File: src/rtl/radio_cfg_defines.vh
`ifndef RADIO_CFG_DEFINES_VH
`define RADIO_CFG_DEFINES_VH
// How it works
// - mode field codes 100 transmit, 011 receive, 010 synthesizer.
// - general configuration register resets to 0x28, standby mode.
// - band code 11 reserved; code 10 selects the 950 MHz band.
// - trim codes 11, 10, 01 offset tuning by 180, 120, 60 mV.
// - sync word built from bytes at 0x16..0x19, lowest address first.
// - register 0x14 reads live signal strength measurement.
// - register 0x15 holds on-off keying threshold settings.
// - register 0x1C holds Manchester enable and payload length.
// - register 0x1D holds local node address for filtering.
// - register 0x1E holds packet format bits and reads crc status.
// - register 0x1F holds fifo auto-clear on crc fail and access.
// - reset loads defaults into every register.

// ----------------------------------------
// offsets (byte addresses = index * 4)
// ----------------------------------------
`define IDX_GENERAL_CONFIG 8'h00
`define IDX_SIGNAL_STRENGTH 8'h14
`define IDX_ONOFF_KEYING 8'h15
`define IDX_SYNC_BYTE1 8'h16
`define IDX_SYNC_BYTE2 8'h17
`define IDX_SYNC_BYTE3 8'h18
`define IDX_SYNC_BYTE4 8'h19
`define IDX_TRANSMIT_CONFIG 8'h1A
`define IDX_PAYLOAD_CONFIG 8'h1C
`define IDX_NODE_ADDRESS 8'h1D
`define IDX_PACKET_CONFIG 8'h1E
`define IDX_FIFO_CRC_CONFIG 8'h1F

// ----------------------------------------
// fields of general configuration
// ----------------------------------------
`define MODE_MSB 7
`define MODE_LSB 5
`define BAND_MSB 4
`define BAND_LSB 3
`define TRIM_MSB 2
`define TRIM_LSB 1
`define DIVSEL_BIT 0
`define MODE_TRANSMIT 3'h4
`define MODE_RECEIVE 3'h3
`define MODE_SYNTH 3'h2
`define MODE_STANDBY 3'h1
`define MODE_SLEEP 3'h0
`define BAND_RESERVED 2'h3
`define PKT_CRC_OK_BIT 0

// ----------------------------------------
// reset values
// ----------------------------------------
`define RST_GENERAL_CONFIG 8'h28
`define RST_ZERO 8'h00
`endif

File: src/rtl/subghz_transceiver_config_regs.v
`include "radio_cfg_defines.vh"
module subghz_transceiver_config_regs (
  // clock and reset
  input wire clk_i,
  input wire rst_i,
  // wishbone slave
  input wire cyc_i,
  input wire stb_i,
  input wire we_i,
  input wire [7:0] adr_i,
  input wire [3:0] sel_i,
  input wire [31:0] dat_i,
  output reg [31:0] dat_o,
  output wire ack_o,
  output wire err_o,
  // status from the radio
  input wire [7:0] signal_strength_i,
  input wire crc_ok_i,
  // decoded mode
  output wire transmit_mode_o,
  output wire receive_mode_o,
  output wire synth_mode_o,
  output wire standby_mode_o,
  output wire sleep_mode_o,
  output wire mode_reserved_o,
  // general configuration fields
  output wire [2:0] chip_operating_mode_o,
  output wire [1:0] frequency_band_select_o,
  output wire band_reserved_o,
  output wire [1:0] vco_tune_trim_o,
  output reg [7:0] vco_offset_mv_o,
  output wire pll_divider_set_select_o,
  // upper configuration bytes
  output wire [7:0] onoff_keying_config_o,
  output wire [31:0] sync_word_o,
  output wire [7:0] transmit_config_o,
  output wire [7:0] payload_config_o,
  output wire [7:0] local_node_address_o,
  output wire [7:0] packet_config_o,
  output wire [7:0] fifo_crc_config_o
);
  // ----------------------------------------
  // input synchronisers
  // ----------------------------------------
  reg [7:0] rssi_meta;
  reg [7:0] rssi_sync;
  reg [7:0] rssi_last;
  reg [7:0] rssi_held;
  reg crc_meta;
  reg crc_sync;
  // strength word taken only once two samples agree, so a read
  // never mixes bits of two different measurements
  always @(posedge clk_i) begin
    if (rst_i) begin
      rssi_meta <= 8'h00;
      rssi_sync <= 8'h00;
      rssi_last <= 8'h00;
      rssi_held <= 8'h00;
      crc_meta <= 1'b0;
      crc_sync <= 1'b0;
    end else begin
      rssi_meta <= signal_strength_i;
      rssi_sync <= rssi_meta;
      rssi_last <= rssi_sync;
      if (rssi_sync == rssi_last) begin
        rssi_held <= rssi_sync;
      end
      crc_meta <= crc_ok_i;
      crc_sync <= crc_meta;
    end
  end

  // ----------------------------------------
  // bus decode
  // ----------------------------------------
  wire [5:0] index = adr_i[7:2];
  wire req = cyc_i & stb_i;
  wire lane0 = sel_i[0];
  reg hit;
  always @* begin
    case ({2'b00, index})
      `IDX_GENERAL_CONFIG, `IDX_SIGNAL_STRENGTH, `IDX_ONOFF_KEYING,
      `IDX_SYNC_BYTE1, `IDX_SYNC_BYTE2, `IDX_SYNC_BYTE3,
      `IDX_SYNC_BYTE4, `IDX_TRANSMIT_CONFIG, `IDX_PAYLOAD_CONFIG,
      `IDX_NODE_ADDRESS, `IDX_PACKET_CONFIG,
      `IDX_FIFO_CRC_CONFIG: hit = 1'b1;
      default: hit = 1'b0;
    endcase
  end

  wire ack_any;
  wb_slave_ack u_ack (
    .clk_i(clk_i),
    .rst_i(rst_i),
    .cyc_i(cyc_i),
    .stb_i(stb_i),
    .ack_o(ack_any)
  );
  reg hit_q;
  always @(posedge clk_i) begin
    if (rst_i) begin
      hit_q <= 1'b0;
    end else begin
      hit_q <= hit;
    end
  end
  // unmapped offsets answer with err instead of ack
  assign ack_o = ack_any & hit_q;
  assign err_o = ack_any & ~hit_q;

  // writes land on the edge where the master samples ack, never before
  wire wr_strobe = req & we_i & ack_any & lane0 & hit;

  // ----------------------------------------
  // register bank
  // ----------------------------------------
  localparam NREG = 11;
  wire [7:0] reg_idx [0:NREG-1];
  assign reg_idx[0] = `IDX_GENERAL_CONFIG;
  assign reg_idx[1] = `IDX_ONOFF_KEYING;
  assign reg_idx[2] = `IDX_SYNC_BYTE1;
  assign reg_idx[3] = `IDX_SYNC_BYTE2;
  assign reg_idx[4] = `IDX_SYNC_BYTE3;
  assign reg_idx[5] = `IDX_SYNC_BYTE4;
  assign reg_idx[6] = `IDX_TRANSMIT_CONFIG;
  assign reg_idx[7] = `IDX_PAYLOAD_CONFIG;
  assign reg_idx[8] = `IDX_NODE_ADDRESS;
  assign reg_idx[9] = `IDX_PACKET_CONFIG;
  assign reg_idx[10] = `IDX_FIFO_CRC_CONFIG;
  wire [7:0] value [0:NREG-1];

  // one write enable per stored byte, from the shared index table
  reg [NREG-1:0] wr_sel;
  integer w;
  always @* begin
    wr_sel = {NREG{1'b0}};
    for (w = 0; w < NREG; w = w + 1) begin
      wr_sel[w] = wr_strobe & ({2'b00, index} == reg_idx[w]);
    end
  end

  // ----------------------------------------
  // register instances
  // ----------------------------------------
  // general configuration, standby after reset
  cfg_byte_reg #(
    .RESET_VALUE(`RST_GENERAL_CONFIG)
  ) u_general (
    .clk_i(clk_i),
    .rst_i(rst_i),
    .wr_i(wr_sel[0]),
    .data_i(dat_i[7:0]),
    .mask_i(8'hFF),
    .value_o(value[0])
  );

  // on-off keying threshold settings
  cfg_byte_reg #(
    .RESET_VALUE(`RST_ZERO)
  ) u_onoff_keying (
    .clk_i(clk_i),
    .rst_i(rst_i),
    .wr_i(wr_sel[1]),
    .data_i(dat_i[7:0]),
    .mask_i(8'hFF),
    .value_o(value[1])
  );

  // first sync byte
  cfg_byte_reg #(
    .RESET_VALUE(`RST_ZERO)
  ) u_sync_byte1 (
    .clk_i(clk_i),
    .rst_i(rst_i),
    .wr_i(wr_sel[2]),
    .data_i(dat_i[7:0]),
    .mask_i(8'hFF),
    .value_o(value[2])
  );

  // second sync byte
  cfg_byte_reg #(
    .RESET_VALUE(`RST_ZERO)
  ) u_sync_byte2 (
    .clk_i(clk_i),
    .rst_i(rst_i),
    .wr_i(wr_sel[3]),
    .data_i(dat_i[7:0]),
    .mask_i(8'hFF),
    .value_o(value[3])
  );

  // third sync byte
  cfg_byte_reg #(
    .RESET_VALUE(`RST_ZERO)
  ) u_sync_byte3 (
    .clk_i(clk_i),
    .rst_i(rst_i),
    .wr_i(wr_sel[4]),
    .data_i(dat_i[7:0]),
    .mask_i(8'hFF),
    .value_o(value[4])
  );

  // fourth sync byte
  cfg_byte_reg #(
    .RESET_VALUE(`RST_ZERO)
  ) u_sync_byte4 (
    .clk_i(clk_i),
    .rst_i(rst_i),
    .wr_i(wr_sel[5]),
    .data_i(dat_i[7:0]),
    .mask_i(8'hFF),
    .value_o(value[5])
  );

  // transmit configuration
  cfg_byte_reg #(
    .RESET_VALUE(`RST_ZERO)
  ) u_transmit (
    .clk_i(clk_i),
    .rst_i(rst_i),
    .wr_i(wr_sel[6]),
    .data_i(dat_i[7:0]),
    .mask_i(8'hFF),
    .value_o(value[6])
  );

  // payload configuration
  cfg_byte_reg #(
    .RESET_VALUE(`RST_ZERO)
  ) u_payload (
    .clk_i(clk_i),
    .rst_i(rst_i),
    .wr_i(wr_sel[7]),
    .data_i(dat_i[7:0]),
    .mask_i(8'hFF),
    .value_o(value[7])
  );

  // local node address
  cfg_byte_reg #(
    .RESET_VALUE(`RST_ZERO)
  ) u_node_address (
    .clk_i(clk_i),
    .rst_i(rst_i),
    .wr_i(wr_sel[8]),
    .data_i(dat_i[7:0]),
    .mask_i(8'hFF),
    .value_o(value[8])
  );

  // packet configuration, crc status bit is read-only
  cfg_byte_reg #(
    .RESET_VALUE(`RST_ZERO)
  ) u_packet (
    .clk_i(clk_i),
    .rst_i(rst_i),
    .wr_i(wr_sel[9]),
    .data_i(dat_i[7:0]),
    .mask_i(~(8'h01 << `PKT_CRC_OK_BIT)),
    .value_o(value[9])
  );

  // fifo and crc handling
  cfg_byte_reg #(
    .RESET_VALUE(`RST_ZERO)
  ) u_fifo_crc (
    .clk_i(clk_i),
    .rst_i(rst_i),
    .wr_i(wr_sel[10]),
    .data_i(dat_i[7:0]),
    .mask_i(8'hFF),
    .value_o(value[10])
  );

  // ----------------------------------------
  // general configuration decode
  // ----------------------------------------
  wire [7:0] gen = value[0];
  assign chip_operating_mode_o = gen[`MODE_MSB:`MODE_LSB];
  assign transmit_mode_o = chip_operating_mode_o == `MODE_TRANSMIT;
  assign receive_mode_o = chip_operating_mode_o == `MODE_RECEIVE;
  assign synth_mode_o = chip_operating_mode_o == `MODE_SYNTH;
  assign standby_mode_o = chip_operating_mode_o == `MODE_STANDBY;
  assign sleep_mode_o = chip_operating_mode_o == `MODE_SLEEP;
  // reserved codes drive no mode at all
  assign mode_reserved_o = chip_operating_mode_o > `MODE_TRANSMIT;
  assign frequency_band_select_o = gen[`BAND_MSB:`BAND_LSB];
  assign band_reserved_o = frequency_band_select_o == `BAND_RESERVED;
  assign vco_tune_trim_o = gen[`TRIM_MSB:`TRIM_LSB];
  assign pll_divider_set_select_o = gen[`DIVSEL_BIT];

  // typical offset in mV, for the analog trim DAC
  always @(posedge clk_i) begin
    if (rst_i) begin
      vco_offset_mv_o <= 8'h00;
    end else begin
      case (vco_tune_trim_o)
        2'h3: vco_offset_mv_o <= 8'hB4;
        2'h2: vco_offset_mv_o <= 8'h78;
        2'h1: vco_offset_mv_o <= 8'h3C;
        default: vco_offset_mv_o <= 8'h00;
      endcase
    end
  end

  // ----------------------------------------
  // upper configuration outputs
  // ----------------------------------------
  assign onoff_keying_config_o = value[1];
  // first byte leads the word on air
  assign sync_word_o = {value[2], value[3], value[4], value[5]};
  assign transmit_config_o = value[6];
  assign payload_config_o = value[7];
  assign local_node_address_o = value[8];
  assign packet_config_o = value[9];
  assign fifo_crc_config_o = value[10];

  // ----------------------------------------
  // read mux
  // ----------------------------------------
  reg [7:0] rd;
  integer k;
  always @* begin
    rd = 8'h00;
    if ({2'b00, index} == `IDX_SIGNAL_STRENGTH) begin
      rd = rssi_held;
    end
    for (k = 0; k < NREG; k = k + 1) begin
      if ({2'b00, index} == reg_idx[k]) begin
        rd = value[k];
      end
    end
    if ({2'b00, index} == `IDX_PACKET_CONFIG) begin
      rd = {value[9][7:1], crc_sync};
    end
  end

  always @(posedge clk_i) begin
    if (rst_i) begin
      dat_o <= 32'h0000_0000;
    end else if (req & ~we_i & ~ack_any) begin
      dat_o <= {24'h000000, rd};
    end
  end
endmodule // subghz_transceiver_config_regs

File: src/rtl/cfg_byte_reg.v
`include "radio_cfg_defines.vh"
module cfg_byte_reg #(
  parameter [7:0] RESET_VALUE = `RST_ZERO
) (
  // clock and reset
  input wire clk_i,
  input wire rst_i,
  // write side
  input wire wr_i,
  input wire [7:0] data_i,
  input wire [7:0] mask_i,
  // stored value
  output reg [7:0] value_o
);
  always @(posedge clk_i) begin
    if (rst_i) begin
      value_o <= RESET_VALUE;
    end else if (wr_i) begin
      value_o <= data_i & mask_i;
    end
  end
endmodule // cfg_byte_reg

File: src/rtl/wb_slave_ack.v
module wb_slave_ack (
  // clock and reset
  input wire clk_i,
  input wire rst_i,
  // bus request
  input wire cyc_i,
  input wire stb_i,
  // one-cycle answer
  output reg ack_o
);
  // ack drops the cycle after it was given
  always @(posedge clk_i) begin
    if (rst_i) begin
      ack_o <= 1'b0;
    end else begin
      ack_o <= cyc_i & stb_i & ~ack_o;
    end
  end
endmodule // wb_slave_ack

File: config.mk
export PLATFORM = sky130hd
export DESIGN_NAME = subghz_transceiver_config_regs
export DESIGN_NICKNAME = d
export VERILOG_FILES = /design/src/rtl/subghz_transceiver_config_regs.v /design/src/rtl/cfg_byte_reg.v /design/src/rtl/wb_slave_ack.v
export VERILOG_INCLUDE_DIRS = /design/src /design/src/rtl
export SDC_FILE = /design/constraint.sdc
export NUM_CORES = 1
export LEC_CHECK = 0
export ABC_CLOCK_PERIOD_IN_PS = 2300
export BUFFER_PORTS_ARGS = -buffer_cell sky130_fd_sc_hd__buf_2
export CORE_UTILIZATION = 48
export CTS_BUF_LIST = sky130_fd_sc_hd__clkbuf_2
export CTS_CLUSTER_SIZE = 40
export DETAILED_ROUTE_END_ITERATION = 8
export MAX_ROUTING_LAYER = met4
export PLACE_DENSITY = 0.9
export SLEW_MARGIN = 20
export SYNTH_ARGS = -nofsm -noshare
export SYNTH_HDL_FRONTEND = slang
export SYNTH_SLANG_ARGS = --single-unit
export TNS_END_PERCENT = 20
File: constraint.sdc
create_clock -name clk_i -period 2.3 [get_ports clk_i]
set_input_delay 0.46 -clock clk_i [delete_from_list [all_inputs] [get_ports clk_i]]
set_output_delay 0.46 -clock clk_i [all_outputs]
set_load 0.05 [all_outputs]
==> impl_summary.md <==
Floorplanning
The die outline width is 114.4 um. The floorplan step defined a core boundary enclosing 12160 um2. The floorplan row count is 40. The die height is 114.4 um. The floorplan die area is 13080 um2. Pin placement for this block handled 195 I/O pins. The starting density of the core is 49.85%.

STA
The slack of the critical path is 0.1707 ns. The clock tree skew after final layout is 0.02668 ns. At the pin with the least slew margin, the transition time is 0.6065 ns.

Setup violations remaining at the end of the flow were counted as 0. The clock period could shrink to 2.129 ns. The post-route fraction of the period consumed by the critical path is 92.58%. The final hold violation count came to 0. The number of max-slew violations in the final report is 0. Summed over all failing endpoints, the final setup total negative slack is 0 ns. Setup repair after global routing left no endpoint under its margin. Derived from the worst setup path, the maximum achievable clock frequency is 0.4696 GHz.

The worst pin sits at a relative slew slack of 59.57%.

Synth
The number of flops mapped to enable cells by yosys is 0. In the post-synthesis netlist, the biggest area contributors are sky130_fd_sc_hd__dfxtp_1 45%, sky130_fd_sc_hd__o21ai_0 5.9%, sky130_fd_sc_hd__a21oi_1 5.9%, sky130_fd_sc_hd__mux2i_1 5.4%, sky130_fd_sc_hd__nand2_1 5.1%. The number of distinct library cells after synthesis is 58.

The share of synthesized area occupied by flip-flops and latches is 44.91%. The cell area that synthesis handed to floorplanning was 6062 um2. The most area-hungry cell type in the Yosys netlist is sky130_fd_sc_hd__dfxtp_1.

The average instance in the mapped netlist occupies 8.550 um2. The count of yosys warnings during synthesis is 0. The share of synthesized area in the top cell type comes to 44.91%. The dominant synthesized flop cell is sky130_fd_sc_hd__dfxtp_1. The synthesized design contains 136 register bits.

The cell count after synthesis came out at 709. The share of synthesized flip-flops with an asynchronous set or reset is 0%.

Setup path
STA puts the critical path data required time at 1.84 ns. In this run the worst path has a maximum fanout of 9. The path type of the worst setup path is flip-flop to output port.

The critical path goes through nor3b_1 > buf_2. The largest single stage delay on the critical path is 0.47 ns. The worst setup path is captured at an output port. The critical path arrival is 1.67 ns. On the critical path, the stage with the largest delay is an instance of sky130_fd_sc_hd__dfxtp_2.

The number of buffers and inverters on the critical path is 1. The kind of launch point of the worst setup path is a flip-flop. The cell family contributing the most delay on the critical path is flip-flops.

CTS
TritonCTS built the clock tree. The deepest level of the CTS H-tree is 4. The buffer type at the clock tree root is sky130_fd_sc_hd__clkbuf_2.

The number of setup buffers added after CTS is 0. For this design, the sink count on the clock tree is 136. The buffer depth of the longest clock path is 2. Clock-pin slew was measured on the worst setup and hold paths at 0.20 ns.

At the later pin of the worst-skew pair, clock insertion delay measures 0.72 ns. The number of buffers created by CTS is 17.

GRT
The number of global-route vias before repair is 5769. The number of antenna violations at the first check in global routing is 2. The global-route wire length before repair is 30.19 mm. Global routing finished with a remaining overflow of 0. In the global route stage, overall resource usage came out at 31.32%. Entering global routing, the biggest net connects 131 pins.

Routing
In this run, the number of DRC markers left after iteration 0 of detailed routing was 683. In the routed design, unresolved DRC markers number 0. The average wire per standard cell is 18.06 um. For this block, the routed nets add up to 19.41 mm of wire. The post-detailed-route count of antenna-violating nets is 0. The overall via count from detail_route is 6234. The first-pass iteration count of the detailed router is 8. Using the TritonRoute via totals, the vias-per-cell ratio works out to 5.799.

Placement
At the end of routability-driven placement, the weighted congestion stood at 1.008. Buffers placed on the I/O ports in this run total 138. In this run the cell area measured after placement is 7186 um2. The worst setup slack after placement is -0.1057 ns.

The estimated wirelength of the detail-placed design is 13.76 mm.

Worst hold path
The worst min-delay path class is primary input to flip-flop.

Status
The flow ran to the end, and the final reports show no timing, DRC or antenna violations.

Power
For this design the ratio of total power to cell area is 594.6 nW/um2. Power comes to 4.506 mW. The analysis attributes to cell leakage a power of 3.244 nW. VDD sags by at most 309.2 uV.

Final layout
The post-layout utilization of the core is 62.31%. After the last flow step, the layout net total stands at 954. Compared with the post-synthesis result, the final layout area differs by 25.02%. The post-route netlist has 28.07% of its cells at a drive strength greater than 1.

The design area is 7579 um2.

Flow run
The number of maximum-capacitance violations is 0.
final cells by class:
class	count	area [um2]
Fill cell	989	4583
Multi-Input combinational cell	521	3019
Sequential cell	136	2726
Timing Repair Buffer	212	1309
Tap cell	168	210.2
Clock inverter	14	203.9
Clock buffer	18	90.09
Inverter	4	15.01
Antenna cell	2	5.005
metal layers:
layer | share of wire, % | up-vias | GRT usage [%] | routed length [um]
li1 | - | 2822 | - | -
met1 | 38 | 2849 | 39.21 | 7321
met2 | 45 | 458 | 46.14 | 8755
met3 | 12 | 105 | 8.047 | 2318
met4 | 5.2 | 0 | 17.14 | 1016
met5 | 0 | - | - | 0
layout by cell type, fill, tap and decap left out, types with 4 or more instances in the layout:
cell type / n
sky130_fd_sc_hd__dfxtp_1: 133
sky130_fd_sc_hd__clkbuf_2: 18
sky130_fd_sc_hd__a221oi_1: 12
sky130_fd_sc_hd__xor2_1: 8
sky130_fd_sc_hd__o22ai_1: 11
sky130_fd_sc_hd__a22oi_1: 9
sky130_fd_sc_hd__nor3_1: 15
sky130_fd_sc_hd__conb_1: 27
sky130_fd_sc_hd__inv_1: 4
sky130_fd_sc_hd__ha_1: 4
sky130_fd_sc_hd__bufinv_16: 5
sky130_fd_sc_hd__o211ai_1: 4
sky130_fd_sc_hd__a21oi_1: 71
sky130_fd_sc_hd__nor2b_1: 32
sky130_fd_sc_hd__nand3_1: 4
sky130_fd_sc_hd__mux2i_1: 33
sky130_fd_sc_hd__dlygate4sd3_1: 9
sky130_fd_sc_hd__o21ai_0: 72
sky130_fd_sc_hd__nor2_1: 63
sky130_fd_sc_hd__nor4_1: 6
sky130_fd_sc_hd__nor2_4: 6
sky130_fd_sc_hd__nor2_2: 5
sky130_fd_sc_hd__nand2_1: 83
sky130_fd_sc_hd__buf_2: 137
sky130_fd_sc_hd__buf_4: 63
logic make-up (layout without fill, tap and decap cells):
logic type / after synthesis / in the layout / synth area share (%)
DFF: 136 / 136 / 44.91
xor gates and xnor gates: 8 / 8 / 1.156
and+or+nand+nor: 240 / 240 / 20.12
AOI/OAI and AO/OA: 208 / 208 / 20.39
adders and majority gates: 4 / 4 / 0.8256
muxes: 34 / 34 / 5.635
other: 1 / 29 / 0.06186
buffers and inverters: 78 / 248 / 6.894
flip-flops by register name (all words and copies together), names as in the netlist, 7 cells and up:
register	cells
dat_o	8
rssi_held	8
rssi_last	8
rssi_meta	8
rssi_sync	8
u_fifo_crc.value_o	8
u_general.value_o	8
u_node_address.value_o	8
u_onoff_keying.value_o	8
u_packet.value_o	7
u_payload.value_o	8
u_sync_byte1.value_o	8
u_sync_byte2.value_o	8
u_sync_byte3.value_o	8
u_sync_byte4.value_o	8
u_transmit.value_o	8
worst min-delay path: cells and delay by family:
kind,cells,cell delay [ns]
buf+inv,2,0.26
simple gates,1,0.06
synthesized netlist by cell type (all sizes together), types with 4 or more instances:
cell type and number:
xor2 8, inv 4, o21ai 76, dfxtp 136, a221oi 12, nand3 4
o211ai 4, mux2i 33, nand2 83, a21oi 71, nor4 7, nor3 17
a22oi 9, nor2 74, nor2b 32, buf 35, o22ai 11, clkbuf 39
ha 4
where the power goes:
| part | total (mW) | internal, mW | switching (mW) |
|---|---|---|---|
| combinational | 0.410 | 0.118 | 0.292 |
| sequential | 2.40 | 2.39 | 0.0145 |
| clock | 1.70 | 0.818 | 0.878 |
worst paths after layout:
check | start | end | slack [ns] | cells past startpoint
worst max-delay path | u_general.value_o[6]$_SDFFE_PP0P_ | synth_mode_o | 0.17 | 2
worst min-delay path | adr_i[7] | hit_q$_SDFF_PP0_ | 0.08 | 3
worst max register to register | u_ack.ack_o$_SDFF_PP0_ | dat_o[4]$_SDFFE_PP0P_ | 0.22 | 5
worst min register to register | rssi_meta[4]$_SDFF_PP0_ | rssi_sync[4]$_SDFF_PP0_ | 0.44 | 1
repair_timing:
action                                 in CTS  in global routing
hold buffers                                9                  0
setup endpoints to repair                   0                  4
gates resized for setup                     0                  3
endpoints found under the hold margin       9                  0
through the flow:
stage,std cells,hold slack [ns]
after global routing,1075,0.01059
after global placement,1032,0.4197
after CTS,1073,0.02338
after floorplan,735,0.4138
final,1075,0.08348
after detailed placement,1032,0.4204
No activity file was read; power rests on OpenSTA's default activity.
